## src/inc/dma_cfg.svh

```systemverilog
// Named constants for the multichannel DMA controller
`ifndef DMA_CFG_SVH
`define DMA_CFG_SVH

// Channel population: peripheral channels first, then memory channels
`define DMA_NCH 4
`define DMA_NPER 2
`define DMA_NEXT 2

// Register port decode: word address, channel field, register field
`define DMA_ADDR_W 8
`define DMA_GLOBAL_BIT 7
`define DMA_SPARE_BIT 6
`define DMA_CH_HI 5
`define DMA_CH_LO 4
`define DMA_OFF_HI 3

// Per-channel register offsets
`define DMA_R_CFG 4'h0
`define DMA_R_SRC_START 4'h1
`define DMA_R_SRC_XMOD 4'h2
`define DMA_R_SRC_YMOD 4'h3
`define DMA_R_DST_START 4'h4
`define DMA_R_DST_XMOD 4'h5
`define DMA_R_DST_YMOD 4'h6
`define DMA_R_XCNT 4'h7
`define DMA_R_YCNT 4'h8
`define DMA_R_NEXT 4'h9
`define DMA_R_POS 4'hA
`define DMA_R_CUR_SRC 4'hB
`define DMA_R_CUR_DST 4'hC

// Global register offsets
`define DMA_G_IRQ_ST 8'h80
`define DMA_G_IRQ_MASK 8'h81
`define DMA_G_EXT 8'h82

// External request control fields
`define DMA_EXT_CNT_HI 7
`define DMA_EXT_EN_LO 8
`define DMA_EXT_EN_HI 9
`define DMA_EXT_PRIO_BIT 10

// Channel mode codes
`define DMA_MODE_STOP 2'h0
`define DMA_MODE_AUTO 2'h1
`define DMA_MODE_LIST 2'h2
`define DMA_MODE_ARRAY 2'h3

// Descriptor layout: last word index per descriptor, word index of each field
`define DMA_LIST_LAST 3'h5
`define DMA_ARRAY_LAST 3'h0
`define DMA_D_NEXT 3'h0
`define DMA_D_SRC 3'h1
`define DMA_D_DST 3'h2
`define DMA_D_CNT 3'h3
`define DMA_D_SMOD 3'h4
`define DMA_D_DMOD 3'h5

// Sizes and reset values
`define DMA_CNT_W 16
`define DMA_CREDIT_W 16
`define DMA_CNT_ONE 16'h0001
`define DMA_WORD_BYTES 32'h00000004
`define DMA_ELEM_PAD 2'h0
`define DMA_ZERO32 32'h00000000

`endif

```

## src/inc/dma_pkg.sv

```systemverilog
// Types shared by the DMA controller modules
`include "dma_cfg.svh"
package dma_pkg;

    // Per-channel configuration word
    typedef struct packed {
        logic use_req;
        logic row_irq;
        logic two_d;
        logic [1:0] mode;
        logic en;
    } ch_cfg_t;

    // Command to the memory side
    typedef struct packed {
        logic valid;
        logic we;
        logic [31:0] addr;
        logic [31:0] wdata;
    } mem_cmd_t;

    typedef logic [1:0] ch_idx_t;

    // Shared transfer engine
    typedef enum logic [2:0] {
        ST_IDLE,
        ST_DESC,
        ST_LOAD,
        ST_RD,
        ST_WR,
        ST_STEP
    } eng_state_t;

endpackage

```

## src/core/dma_addr_gen.sv

```systemverilog
// Address generator: start load and signed element step
`timescale 1ns/10ps
`include "dma_cfg.svh"
module dma_addr_gen (
    input wire logic clk,
    input wire logic reset_n,
    input wire logic load,
    input wire logic [31:0] start_addr,
    input wire logic step,
    input wire logic [15:0] step_mod,
    output logic [31:0] addr
);

    // Step is in elements; scaled to bytes, sign kept for negative strides
    always_ff @(posedge clk or negedge reset_n) begin
        if (!reset_n) begin
            addr <= `DMA_ZERO32;
        end else if (load) begin
            addr <= start_addr;
        end else if (step) begin
            addr <= addr + {{14{step_mod[15]}}, step_mod, `DMA_ELEM_PAD};
        end
    end

endmodule // dma_addr_gen

```

## src/core/dma_ctrl.sv

```systemverilog
// Multichannel DMA controller: registers, channel sequencing, shared engine
`timescale 1ns/10ps
`include "dma_cfg.svh"
module dma_ctrl
    import dma_pkg::*;
(
    input wire logic clk,
    input wire logic reset_n,
    input wire logic [7:0] reg_addr,
    input wire logic [31:0] reg_wdata,
    input wire logic reg_wr,
    input wire logic reg_rd,
    output logic [31:0] reg_rdata,
    output mem_cmd_t mem_cmd,
    input wire logic [31:0] mem_rdata,
    input wire logic mem_ack,
    input wire logic [1:0] periph_req,
    output logic [1:0] periph_done,
    input wire logic [1:0] ext_dma_req,
    output logic ext_prio,
    output logic irq
);

    // Channel parameter registers
    ch_cfg_t cfg_q [`DMA_NCH];
    logic [31:0] src_start_q [`DMA_NCH];
    logic [31:0] dst_start_q [`DMA_NCH];
    logic [15:0] src_xmod_q [`DMA_NCH];
    logic [15:0] src_ymod_q [`DMA_NCH];
    logic [15:0] dst_xmod_q [`DMA_NCH];
    logic [15:0] dst_ymod_q [`DMA_NCH];
    logic [`DMA_CNT_W-1:0] xcnt_q [`DMA_NCH];
    logic [`DMA_CNT_W-1:0] ycnt_q [`DMA_NCH];
    logic [31:0] next_q [`DMA_NCH];

    // Channel run state
    logic [`DMA_NCH-1:0] run_q;
    logic [`DMA_NCH-1:0] need_q;
    logic [`DMA_CNT_W-1:0] xpos_q [`DMA_NCH];
    logic [`DMA_CNT_W-1:0] ypos_q [`DMA_NCH];

    // Engine state
    eng_state_t state_q;
    ch_idx_t act_q;
    logic [2:0] didx_q;
    logic [31:0] dptr_q;
    mem_cmd_t mem_cmd_q;

    // Interrupt, external request and priority state
    logic [`DMA_NCH-1:0] irq_st_q;
    logic [`DMA_NCH-1:0] irq_st_d;
    logic [`DMA_NCH-1:0] irq_mask_q;
    logic irq_q;
    logic [7:0] per_edge_q;
    logic [1:0] ext_en_q;
    logic prio_q;
    logic ext_prio_q;
    logic [1:0] ext_prev_q;
    logic [`DMA_CREDIT_W-1:0] credit_q [`DMA_NEXT];
    logic [1:0] periph_done_q;
    logic [31:0] rdata_q;

    // Per-channel combinational terms
    logic [31:0] src_addr [`DMA_NCH];
    logic [31:0] dst_addr [`DMA_NCH];
    logic [`DMA_NCH-1:0] permit;
    logic [`DMA_NCH-1:0] want;
    logic [`DMA_NCH-1:0] load_c;
    logic [`DMA_NCH-1:0] step_c;
    logic [`DMA_NCH-1:0] wr_cfg;
    logic [`DMA_NCH-1:0] irq_set;
    logic [1:0] ext_edge;

    // Decode and active-channel terms
    logic reg_is_ch;
    ch_idx_t reg_ch;
    logic [3:0] reg_off;
    ch_cfg_t act_cfg;
    logic row_end;
    logic buf_end;
    logic in_step;
    logic [2:0] desc_last;
    ch_idx_t pick;
    logic pick_ok;

    assign reg_is_ch = ~reg_addr[`DMA_GLOBAL_BIT] & ~reg_addr[`DMA_SPARE_BIT];
    assign reg_ch = reg_addr[`DMA_CH_HI:`DMA_CH_LO];
    assign reg_off = reg_addr[`DMA_OFF_HI:0];

    // Element position of the channel the engine is serving
    assign act_cfg = cfg_q[act_q];
    assign row_end = (xpos_q[act_q] == xcnt_q[act_q]);
    assign buf_end = row_end & (~act_cfg.two_d | (ypos_q[act_q] == ycnt_q[act_q]));
    assign in_step = (state_q == ST_STEP);
    assign desc_last = (act_cfg.mode == `DMA_MODE_ARRAY) ? `DMA_ARRAY_LAST : `DMA_LIST_LAST;
    assign ext_edge = ext_dma_req & ~ext_prev_q & ext_en_q;

    // Per-channel address generators and sequencing terms
    genvar c;
    generate
        for (c = 0; c < `DMA_NCH; c++) begin : g_ch
            logic act_here;
            logic [15:0] src_mod;
            logic [15:0] dst_mod;
            assign act_here = (act_q == ch_idx_t'(c));
            assign wr_cfg[c] = reg_wr & reg_is_ch & (reg_ch == ch_idx_t'(c)) &
                               (reg_off == `DMA_R_CFG);
            // Register start in stop/auto mode, descriptor apply, or auto reload
            assign load_c[c] = (wr_cfg[c] & reg_wdata[0] & ~reg_wdata[2]) |
                               ((state_q == ST_LOAD) & act_here) |
                               (in_step & act_here & buf_end &
                                (cfg_q[c].mode == `DMA_MODE_AUTO));
            assign step_c[c] = in_step & act_here & ~load_c[c];
            // Outer stride replaces the inner one at a row end in 2-D mode; any signed value
            assign src_mod = (row_end & cfg_q[c].two_d) ? src_ymod_q[c] : src_xmod_q[c];
            assign dst_mod = (row_end & cfg_q[c].two_d) ? dst_ymod_q[c] : dst_xmod_q[c];
            assign irq_set[c] = in_step & act_here &
                                (buf_end | (cfg_q[c].row_irq & cfg_q[c].two_d & row_end));
            if (c < `DMA_NPER) begin : g_per
                // Dedicated channel paced by its own peripheral request
                assign permit[c] = ~cfg_q[c].use_req | periph_req[c];
            end else begin : g_mem
                // Memory channel, free running or paced by external credits
                assign permit[c] = ~cfg_q[c].use_req | (|credit_q[c-`DMA_NPER]);
            end
            assign want[c] = run_q[c] & (need_q[c] | permit[c]);
            dma_addr_gen u_src (
                .clk(clk),
                .reset_n(reset_n),
                .load(load_c[c]),
                .start_addr(src_start_q[c]),
                .step(step_c[c]),
                .step_mod(src_mod),
                .addr(src_addr[c])
            );
            dma_addr_gen u_dst (
                .clk(clk),
                .reset_n(reset_n),
                .load(load_c[c]),
                .start_addr(dst_start_q[c]),
                .step(step_c[c]),
                .step_mod(dst_mod),
                .addr(dst_addr[c])
            );
        end
    endgenerate

    // Arbiter: lowest channel wins; priority bit lifts memory channels first
    always_comb begin
        pick = '0;
        pick_ok = 1'b0;
        for (int i = `DMA_NCH - 1; i >= 0; i--) begin
            if (want[i]) begin
                pick = ch_idx_t'(i);
                pick_ok = 1'b1;
            end
        end
        if (prio_q) begin
            for (int i = `DMA_NCH - 1; i >= `DMA_NPER; i--) begin
                if (want[i]) begin
                    pick = ch_idx_t'(i);
                    pick_ok = 1'b1;
                end
            end
        end
    end

    // Shared engine: one element is a read then a write on the memory side
    always_ff @(posedge clk or negedge reset_n) begin
        if (!reset_n) begin
            state_q <= ST_IDLE;
            act_q <= '0;
            didx_q <= '0;
            dptr_q <= `DMA_ZERO32;
            mem_cmd_q <= '0;
        end else begin
            case (state_q)
                ST_IDLE: begin
                    if (pick_ok) begin
                        act_q <= pick;
                        mem_cmd_q.valid <= 1'b1;
                        mem_cmd_q.we <= 1'b0;
                        if (need_q[pick]) begin
                            state_q <= ST_DESC;
                            didx_q <= '0;
                            dptr_q <= next_q[pick];
                            mem_cmd_q.addr <= next_q[pick];
                        end else begin
                            state_q <= ST_RD;
                            mem_cmd_q.addr <= src_addr[pick];
                        end
                    end
                end
                ST_DESC: begin
                    if (mem_ack) begin
                        if (didx_q == desc_last) begin
                            mem_cmd_q.valid <= 1'b0;
                            state_q <= ST_LOAD;
                        end else begin
                            didx_q <= didx_q + 3'h1;
                            dptr_q <= dptr_q + `DMA_WORD_BYTES;
                            mem_cmd_q.addr <= dptr_q + `DMA_WORD_BYTES;
                        end
                    end
                end
                ST_LOAD: begin
                    state_q <= ST_IDLE;
                end
                ST_RD: begin
                    if (mem_ack) begin
                        mem_cmd_q.we <= 1'b1;
                        mem_cmd_q.addr <= dst_addr[act_q];
                        mem_cmd_q.wdata <= mem_rdata;
                        state_q <= ST_WR;
                    end
                end
                ST_WR: begin
                    if (mem_ack) begin
                        mem_cmd_q.valid <= 1'b0;
                        mem_cmd_q.we <= 1'b0;
                        state_q <= ST_STEP;
                    end
                end
                ST_STEP: begin
                    state_q <= ST_IDLE;
                end
                default: begin
                    state_q <= ST_IDLE;
                end
            endcase
        end
    end

    // Position counters; positions count from one so a zero count means 64K
    always_ff @(posedge clk or negedge reset_n) begin
        if (!reset_n) begin
            for (int i = 0; i < `DMA_NCH; i++) begin
                xpos_q[i] <= `DMA_CNT_ONE;
                ypos_q[i] <= `DMA_CNT_ONE;
            end
        end else begin
            for (int i = 0; i < `DMA_NCH; i++) begin
                if (load_c[i]) begin
                    xpos_q[i] <= `DMA_CNT_ONE;
                    ypos_q[i] <= `DMA_CNT_ONE;
                end else if (step_c[i]) begin
                    if (row_end) begin
                        xpos_q[i] <= `DMA_CNT_ONE;
                        ypos_q[i] <= ypos_q[i] + `DMA_CNT_ONE;
                    end else begin
                        xpos_q[i] <= xpos_q[i] + `DMA_CNT_ONE;
                    end
                end
            end
        end
    end

    // Run and descriptor-pending flags; software writes come last and win
    always_ff @(posedge clk or negedge reset_n) begin
        if (!reset_n) begin
            run_q <= '0;
            need_q <= '0;
        end else begin
            if (state_q == ST_LOAD) begin
                need_q[act_q] <= 1'b0;
            end
            if (in_step & buf_end) begin
                case (act_cfg.mode)
                    `DMA_MODE_STOP: run_q[act_q] <= 1'b0;
                    `DMA_MODE_LIST: begin
                        if (next_q[act_q] == `DMA_ZERO32) begin
                            run_q[act_q] <= 1'b0;
                        end else begin
                            need_q[act_q] <= 1'b1;
                        end
                    end
                    `DMA_MODE_ARRAY: need_q[act_q] <= 1'b1;
                    default: ;
                endcase
            end
            for (int i = 0; i < `DMA_NCH; i++) begin
                if (wr_cfg[i]) begin
                    run_q[i] <= reg_wdata[0];
                    need_q[i] <= reg_wdata[0] & reg_wdata[2];
                end
            end
        end
    end

    // Parameter registers: written by software or captured from a descriptor
    always_ff @(posedge clk or negedge reset_n) begin
        if (!reset_n) begin
            for (int i = 0; i < `DMA_NCH; i++) begin
                cfg_q[i] <= '0;
                src_start_q[i] <= `DMA_ZERO32;
                dst_start_q[i] <= `DMA_ZERO32;
                src_xmod_q[i] <= '0;
                src_ymod_q[i] <= '0;
                dst_xmod_q[i] <= '0;
                dst_ymod_q[i] <= '0;
                xcnt_q[i] <= '0;
                ycnt_q[i] <= '0;
                next_q[i] <= `DMA_ZERO32;
            end
        end else begin
            if (state_q == ST_DESC && mem_ack) begin
                if (act_cfg.mode == `DMA_MODE_ARRAY) begin
                    // Entry holds the low half; the page stays in the upper bits
                    src_start_q[act_q][15:0] <= mem_rdata[15:0];
                end else begin
                    case (didx_q)
                        `DMA_D_NEXT: next_q[act_q] <= mem_rdata;
                        `DMA_D_SRC: src_start_q[act_q] <= mem_rdata;
                        `DMA_D_DST: dst_start_q[act_q] <= mem_rdata;
                        `DMA_D_CNT: begin
                            xcnt_q[act_q] <= mem_rdata[15:0];
                            ycnt_q[act_q] <= mem_rdata[31:16];
                        end
                        `DMA_D_SMOD: begin
                            src_xmod_q[act_q] <= mem_rdata[15:0];
                            src_ymod_q[act_q] <= mem_rdata[31:16];
                        end
                        `DMA_D_DMOD: begin
                            dst_xmod_q[act_q] <= mem_rdata[15:0];
                            dst_ymod_q[act_q] <= mem_rdata[31:16];
                        end
                        default: ;
                    endcase
                end
            end
            if (state_q == ST_LOAD && act_cfg.mode == `DMA_MODE_ARRAY) begin
                next_q[act_q] <= dptr_q + `DMA_WORD_BYTES;
            end
            if (reg_wr & reg_is_ch) begin
                case (reg_off)
                    `DMA_R_CFG: cfg_q[reg_ch] <= ch_cfg_t'(reg_wdata[5:0]);
                    `DMA_R_SRC_START: src_start_q[reg_ch] <= reg_wdata;
                    `DMA_R_SRC_XMOD: src_xmod_q[reg_ch] <= reg_wdata[15:0];
                    `DMA_R_SRC_YMOD: src_ymod_q[reg_ch] <= reg_wdata[15:0];
                    `DMA_R_DST_START: dst_start_q[reg_ch] <= reg_wdata;
                    `DMA_R_DST_XMOD: dst_xmod_q[reg_ch] <= reg_wdata[15:0];
                    `DMA_R_DST_YMOD: dst_ymod_q[reg_ch] <= reg_wdata[15:0];
                    `DMA_R_XCNT: xcnt_q[reg_ch] <= reg_wdata[15:0];
                    `DMA_R_YCNT: ycnt_q[reg_ch] <= reg_wdata[15:0];
                    `DMA_R_NEXT: next_q[reg_ch] <= reg_wdata;
                    default: ;
                endcase
            end
        end
    end

    // External requests: each enabled edge grants a batch of transfers
    always_ff @(posedge clk or negedge reset_n) begin
        if (!reset_n) begin
            ext_prev_q <= '0;
            for (int k = 0; k < `DMA_NEXT; k++) begin
                credit_q[k] <= '0;
            end
        end else begin
            ext_prev_q <= ext_dma_req;
            for (int k = 0; k < `DMA_NEXT; k++) begin
                // Grant and spend in one cycle both count
                credit_q[k] <= credit_q[k] +
                    (ext_edge[k] ? {8'h00, per_edge_q} : '0) -
                    ((step_c[k + `DMA_NPER] & cfg_q[k + `DMA_NPER].use_req &
                      (|credit_q[k])) ? `DMA_CNT_ONE : '0);
            end
        end
    end

    // Global control, peripheral pacing pulses and bus priority output
    always_ff @(posedge clk or negedge reset_n) begin
        if (!reset_n) begin
            per_edge_q <= '0;
            ext_en_q <= '0;
            prio_q <= 1'b0;
            ext_prio_q <= 1'b0;
            irq_mask_q <= '0;
            periph_done_q <= '0;
        end else begin
            if (reg_wr && reg_addr == `DMA_G_EXT) begin
                per_edge_q <= reg_wdata[`DMA_EXT_CNT_HI:0];
                ext_en_q <= reg_wdata[`DMA_EXT_EN_HI:`DMA_EXT_EN_LO];
                prio_q <= reg_wdata[`DMA_EXT_PRIO_BIT];
            end
            if (reg_wr && reg_addr == `DMA_G_IRQ_MASK) begin
                irq_mask_q <= reg_wdata[`DMA_NCH-1:0];
            end
            // Raised priority only asked for while a memory channel runs
            ext_prio_q <= prio_q & (|run_q[`DMA_NCH-1:`DMA_NPER]);
            periph_done_q <= step_c[`DMA_NPER-1:0];
        end
    end

    // Sticky status: a new event in the clearing read's cycle survives
    always_comb begin
        irq_st_d = irq_st_q;
        if (reg_rd && reg_addr == `DMA_G_IRQ_ST) begin
            irq_st_d = '0;
        end
        irq_st_d = irq_st_d | irq_set;
    end

    always_ff @(posedge clk or negedge reset_n) begin
        if (!reset_n) begin
            irq_st_q <= '0;
            irq_q <= 1'b0;
        end else begin
            irq_st_q <= irq_st_d;
            irq_q <= |(irq_st_d & irq_mask_q);
        end
    end

    // Read data one cycle after the strobe; unmapped addresses read zero
    always_ff @(posedge clk or negedge reset_n) begin
        if (!reset_n) begin
            rdata_q <= `DMA_ZERO32;
        end else begin
            rdata_q <= `DMA_ZERO32;
            if (reg_rd && reg_is_ch) begin
                case (reg_off)
                    `DMA_R_CFG: rdata_q <= {run_q[reg_ch], need_q[reg_ch], 24'h000000,
                                             cfg_q[reg_ch]};
                    `DMA_R_SRC_START: rdata_q <= src_start_q[reg_ch];
                    `DMA_R_SRC_XMOD: rdata_q <= {16'h0000, src_xmod_q[reg_ch]};
                    `DMA_R_SRC_YMOD: rdata_q <= {16'h0000, src_ymod_q[reg_ch]};
                    `DMA_R_DST_START: rdata_q <= dst_start_q[reg_ch];
                    `DMA_R_DST_XMOD: rdata_q <= {16'h0000, dst_xmod_q[reg_ch]};
                    `DMA_R_DST_YMOD: rdata_q <= {16'h0000, dst_ymod_q[reg_ch]};
                    `DMA_R_XCNT: rdata_q <= {16'h0000, xcnt_q[reg_ch]};
                    `DMA_R_YCNT: rdata_q <= {16'h0000, ycnt_q[reg_ch]};
                    `DMA_R_NEXT: rdata_q <= next_q[reg_ch];
                    `DMA_R_POS: rdata_q <= {ypos_q[reg_ch], xpos_q[reg_ch]};
                    `DMA_R_CUR_SRC: rdata_q <= src_addr[reg_ch];
                    `DMA_R_CUR_DST: rdata_q <= dst_addr[reg_ch];
                    default: rdata_q <= `DMA_ZERO32;
                endcase
            end else if (reg_rd) begin
                case (reg_addr)
                    `DMA_G_IRQ_ST: rdata_q <= {28'h0000000, irq_st_q};
                    `DMA_G_IRQ_MASK: rdata_q <= {28'h0000000, irq_mask_q};
                    `DMA_G_EXT: rdata_q <= {21'h00000, prio_q, ext_en_q, per_edge_q};
                    default: rdata_q <= `DMA_ZERO32;
                endcase
            end
        end
    end

    assign reg_rdata = rdata_q;
    assign mem_cmd = mem_cmd_q;
    assign periph_done = periph_done_q;
    assign ext_prio = ext_prio_q;
    assign irq = irq_q;

endmodule // dma_ctrl

```

## config.mk

```make
export PLATFORM = sky130hd
export DESIGN_NAME = dma_ctrl
export DESIGN_NICKNAME = d
export VERILOG_FILES = /design/src/inc/dma_pkg.sv /design/src/core/dma_addr_gen.sv /design/src/core/dma_ctrl.sv
export VERILOG_INCLUDE_DIRS = /design/src /design/src/inc
export SDC_FILE = /design/constraint.sdc
export NUM_CORES = 2
export LEC_CHECK = 0
export BUFFER_PORTS_ARGS = -buffer_cell sky130_fd_sc_hd__buf_2
export CORE_MARGIN = 3
export CORE_UTILIZATION = 34
export CTS_BUF_LIST = sky130_fd_sc_hd__clkbuf_4
export DETAILED_ROUTE_END_ITERATION = 6
export GPL_ROUTABILITY_DRIVEN = 0
export PLACE_DENSITY = 0.51
export SLEW_MARGIN = 20
export SYNTH_ARGS = -nofsm -noshare
export SYNTH_HDL_FRONTEND = slang
export SYNTH_SLANG_ARGS = --single-unit
```

## constraint.sdc

```tcl
create_clock -name clk -period 17.5 [get_ports clk]
set_clock_uncertainty 0.15 [all_clocks]
set_input_delay 0.875 -clock clk [delete_from_list [all_inputs] [get_ports clk]]
set_output_delay 0.875 -clock clk [all_outputs]
set_load 0.05 [all_outputs]
```

==> flow_metrics.tcl <==
set metrics [dict create \
    hold_depth 4 \
    route.met3.wl_mm 62.0 \
    routed_wl_mm 436 \
    numPlacedInstances 12800 \
    cts_resized 0 \
    power_leakage_nw 45.4 \
    fmax_mhz 118 \
    wl_per_cell_um 32.1 \
    synth_edf_count 0 \
    grt.total_usage_pct 30.7 \
    grt_max_degree 156 \
    synth_commonest_cells "dfrtp_1, nand2_1, nor2_1" \
    synth.most_common_cell "dfrtp_1" \
    drive_gt1_share_pct 17.7 \
    grt_pass1_wl_mm 614 \
    setup_viol 0 \
    min_path_type "input pin to flop" \
    crit-reg2reg-capture "credit_q[14]" \
    cts.sinks 1379 \
    cts_buffers 408 \
    top_layer "met5" \
    layout.cells.non_filler 13600 \
    syn_inst 9662 \
    end_kind "flop" \
    vias_per_cell 6.15 \
    synthTopCellsByArea "dfrtp_1, mux4_2, mux2i_1, nand2_1, a21oi_1" \
    synth_nets 10100 \
    slew_violations 0 \
    cts_hold_buf 49 \
    violations "DRC" \
    ys_seq_area_share_pct 37.7 \
    netlist.area_leader.share_pct 37.5 \
    rsz0062_at_grt "false" \
    antenna_found_initial 63 \
    nNetsFinal 10100 \
    synth_ff_type "dfrtp_1" \
    place_area_mm2 0.0960 \
    dieWidth_um 525 \
    r2r_cells 25 \
    core_area_mm2 0.267 \
    netlist_area_mm2 0.0915 \
    ios 183 \
    ys_types 87 \
    post-cts-setup-buffers 0 \
    io_buffer_count 182 \
    ys_ff_latch 1379 \
    worst_ep_arrival_time_ns 9.50 \
    tns_ns 0 \
    rows 189 \
    place_hpwl_mm 298 \
    clkTransAtPathRegs_ns 0.06 \
    status "finished, violations left" \
    drt_iter0_markers 10900 \
    path_max_fanout 43 \
    die_area_mm2 0.275 \
    power_mw 14.2 \
    ant_nets 0 \
    p_per_area_mw_per_mm2 139 \
    cts_buffer_depth 4 \
    htree_num_levels 5 \
    hold_path_end "reg_rdata[0]" \
    clock-root-buffer "clkbuf_4" \
    grt-ovfl-total 0 \
    syn_area_per_cell_um2 9.47 \
    die_h_um 525 \
    r2r_setup_slack_ns 9.04 \
    grt_pass1_vias 79800 \
    r2r_start "act_q[0]" \
    maxCapViolCount 0 \
    clock_latency_ns 1.38 \
    wl_met1_mm 170 \
    irDropWorstVdd_v 0.0000759 \
    critPathLaunchType "flop" \
    yosys.area.top_type "dfrtp_1" \
    crit_type "flop to flop" \
    area_growth_pct 11.2 \
    drc_errors 8 \
    hold_viol 0 \
    finalCritPeriodShare_pct 48.3 \
    first_pass_iters 7 \
    timing.slew.headroom_pct 8.05 \
    finalInstanceArea_mm2 0.102 \
    period_needed_ns 8.46 \
    ys.warnings.count 0 \
    initial_core_util_pct 34.3 \
    cp.required_ns 18.54 \
    hold_start "reg_addr[6]" \
    cts_tree "built" \
    vias 83600 \
    max_slew.worst_pin.slew_ns 1.37 \
    whs_ns 0.0820 \
    wl_met2_mm 178 \
    synth_async_sr_flop_share_pct 100 \
]
-- worst max-delay path, stage by stage, from the launching register on --
cell and delay [ns]:
dfrtp_4 0.86, buf_4 0.78, buf_4 0.79, mux4_2 0.63, xor2_1 0.16, nor4_1 0.37, nand4_1 0.31, a21boi_4 0.45
a41o_4 0.29, nor2_2 0.04, buf_4 0.24, and3_1 0.25, ha_1 0.28, inv_1 0.04, ha_1 0.20, fa_1 0.47
a21o_1 0.20, a21oi_1 0.25, o21bai_1 0.12, a21oi_1 0.22, o21ai_0 0.10, a21oi_1 0.28, o221ai_1 0.20, a31oi_1 0.21
o21bai_1 0.10, xor2_1 0.15
-- how the worst max path moves through the flow --
stage              from                endpoint  cells after the start
2_1_floorplan  act_q[0]  g_ch[3].u_dst.addr[30]                     22
3_3_place_gp   act_q[0]            credit_q[14]                     25
3_5_place_dp   act_q[0]            credit_q[14]                     25
4_1_cts        act_q[0]            credit_q[14]                     25
5_1_grt        act_q[0]            credit_q[14]                     25
6_report       act_q[0]            credit_q[14]                     25
-- cell families (layout without fill, tap and decap cells) --
group / count (synthesis) / after routing / share of synthesized area (%)
other: 0 / 41 / 0
flip-flops: 1379 / 1379 / 37.7
XOR/XNOR: 369 / 369 / 3.53
AND/OR/NAND/NOR: 2776 / 2776 / 13.2
AO/OA/AOI/OAI: 2477 / 2477 / 16.3
adder cells (fa/ha/maj): 310 / 310 / 4.32
buffers and inverters: 967 / 1322 / 4.16
multiplexers: 1384 / 1384 / 20.8
-- placed cells by master, fill, tap and decap left out, drive strengths merged, types with 18 or more instances in the layout --
| master | netlist | final |
|---|---|---|
| nor2b | 45 | 45 |
| ha | 300 | 300 |
| o21ai | 728 | 728 |
| nand2b | 47 | 47 |
| nand2 | 1124 | 1124 |
| nand4 | 78 | 78 |
| o21a | 32 | 32 |
| dfrtp | 1371 | 1371 |
| or3 | 36 | 36 |
| a311oi | 32 | 32 |
| clkinv | 0 | 85 |
| mux2 | 193 | 193 |
| mux2i | 796 | 796 |
| a31oi | 126 | 126 |
| a22oi | 204 | 204 |
| o31ai | 24 | 24 |
| xnor2 | 186 | 186 |
| o211ai | 24 | 24 |
| dlygate4sd3 | 0 | 50 |
| inv | 170 | 180 |
| or2 | 21 | 21 |
| a221o | 50 | 50 |
| nor2 | 930 | 930 |
| xor2 | 183 | 183 |
| buf | 179 | 402 |
| a21oi | 831 | 831 |
| diode | 0 | 41 |
| and2 | 97 | 97 |
| nor4 | 55 | 55 |
| a211oi | 99 | 99 |
| clkbuf | 618 | 599 |
| o21bai | 40 | 40 |
| nor3 | 125 | 125 |
| a222oi | 18 | 18 |
| nand3 | 115 | 115 |
| mux4 | 395 | 395 |
| and3 | 58 | 58 |
| a21o | 108 | 108 |
-- registers in the layout (all words and copies together) (netlist names), 24 cells and up --
name	count
cfg_q	24
credit_q	32
dptr_q	32
dst_start_q	128
dst_xmod_q	64
dst_ymod_q	64
g_ch.u_dst.addr	128
g_ch.u_src.addr	128
mem_cmd	66
next_q	128
reg_rdata	32
src_start_q	128
src_xmod_q	64
src_ymod_q	64
xcnt_q	64
xpos_q	64
ycnt_q	64
ypos_q	64
-- per-stage QoR --
step / setup WS (ns) / util, %
after floorplan: 11.53 / -
after global placement: 9.09 / 36.0
after detailed placement: 9.06 / 36.0
after CTS: 9.00 / 38.1
after global routing: 8.62 / 38.2
final: 9.04 / 38.2
-- where the power goes --
part | total (mW) | switching [mW] | internal (mW)
Clock | 3.19 | 1.59 | 1.60
Combinational | 6.03 | 3.72 | 2.31
Sequential | 4.96 | 0.951 | 4.01
-- layer usage --
layer  global-route usage [%]  up-vias
li1                         -    35600
met1                     40.0    41500
met2                     43.0     5443
met3                     12.7     1113
met4                     16.7       40
met5                        0        -
-- area by class of cell --
class | instances | area, um2
diodes | 41 | 103
multi-input cells | 7316 | 53800
clock buffers | 599 | 4500
well taps | 3533 | 4420
fillers | 26600 | 165000
flip-flops and latches | 1379 | 34500
repair buffers | 452 | 3250
clock inverters | 101 | 519
inverters | 170 | 638
(Power assumes the default switching activity.)
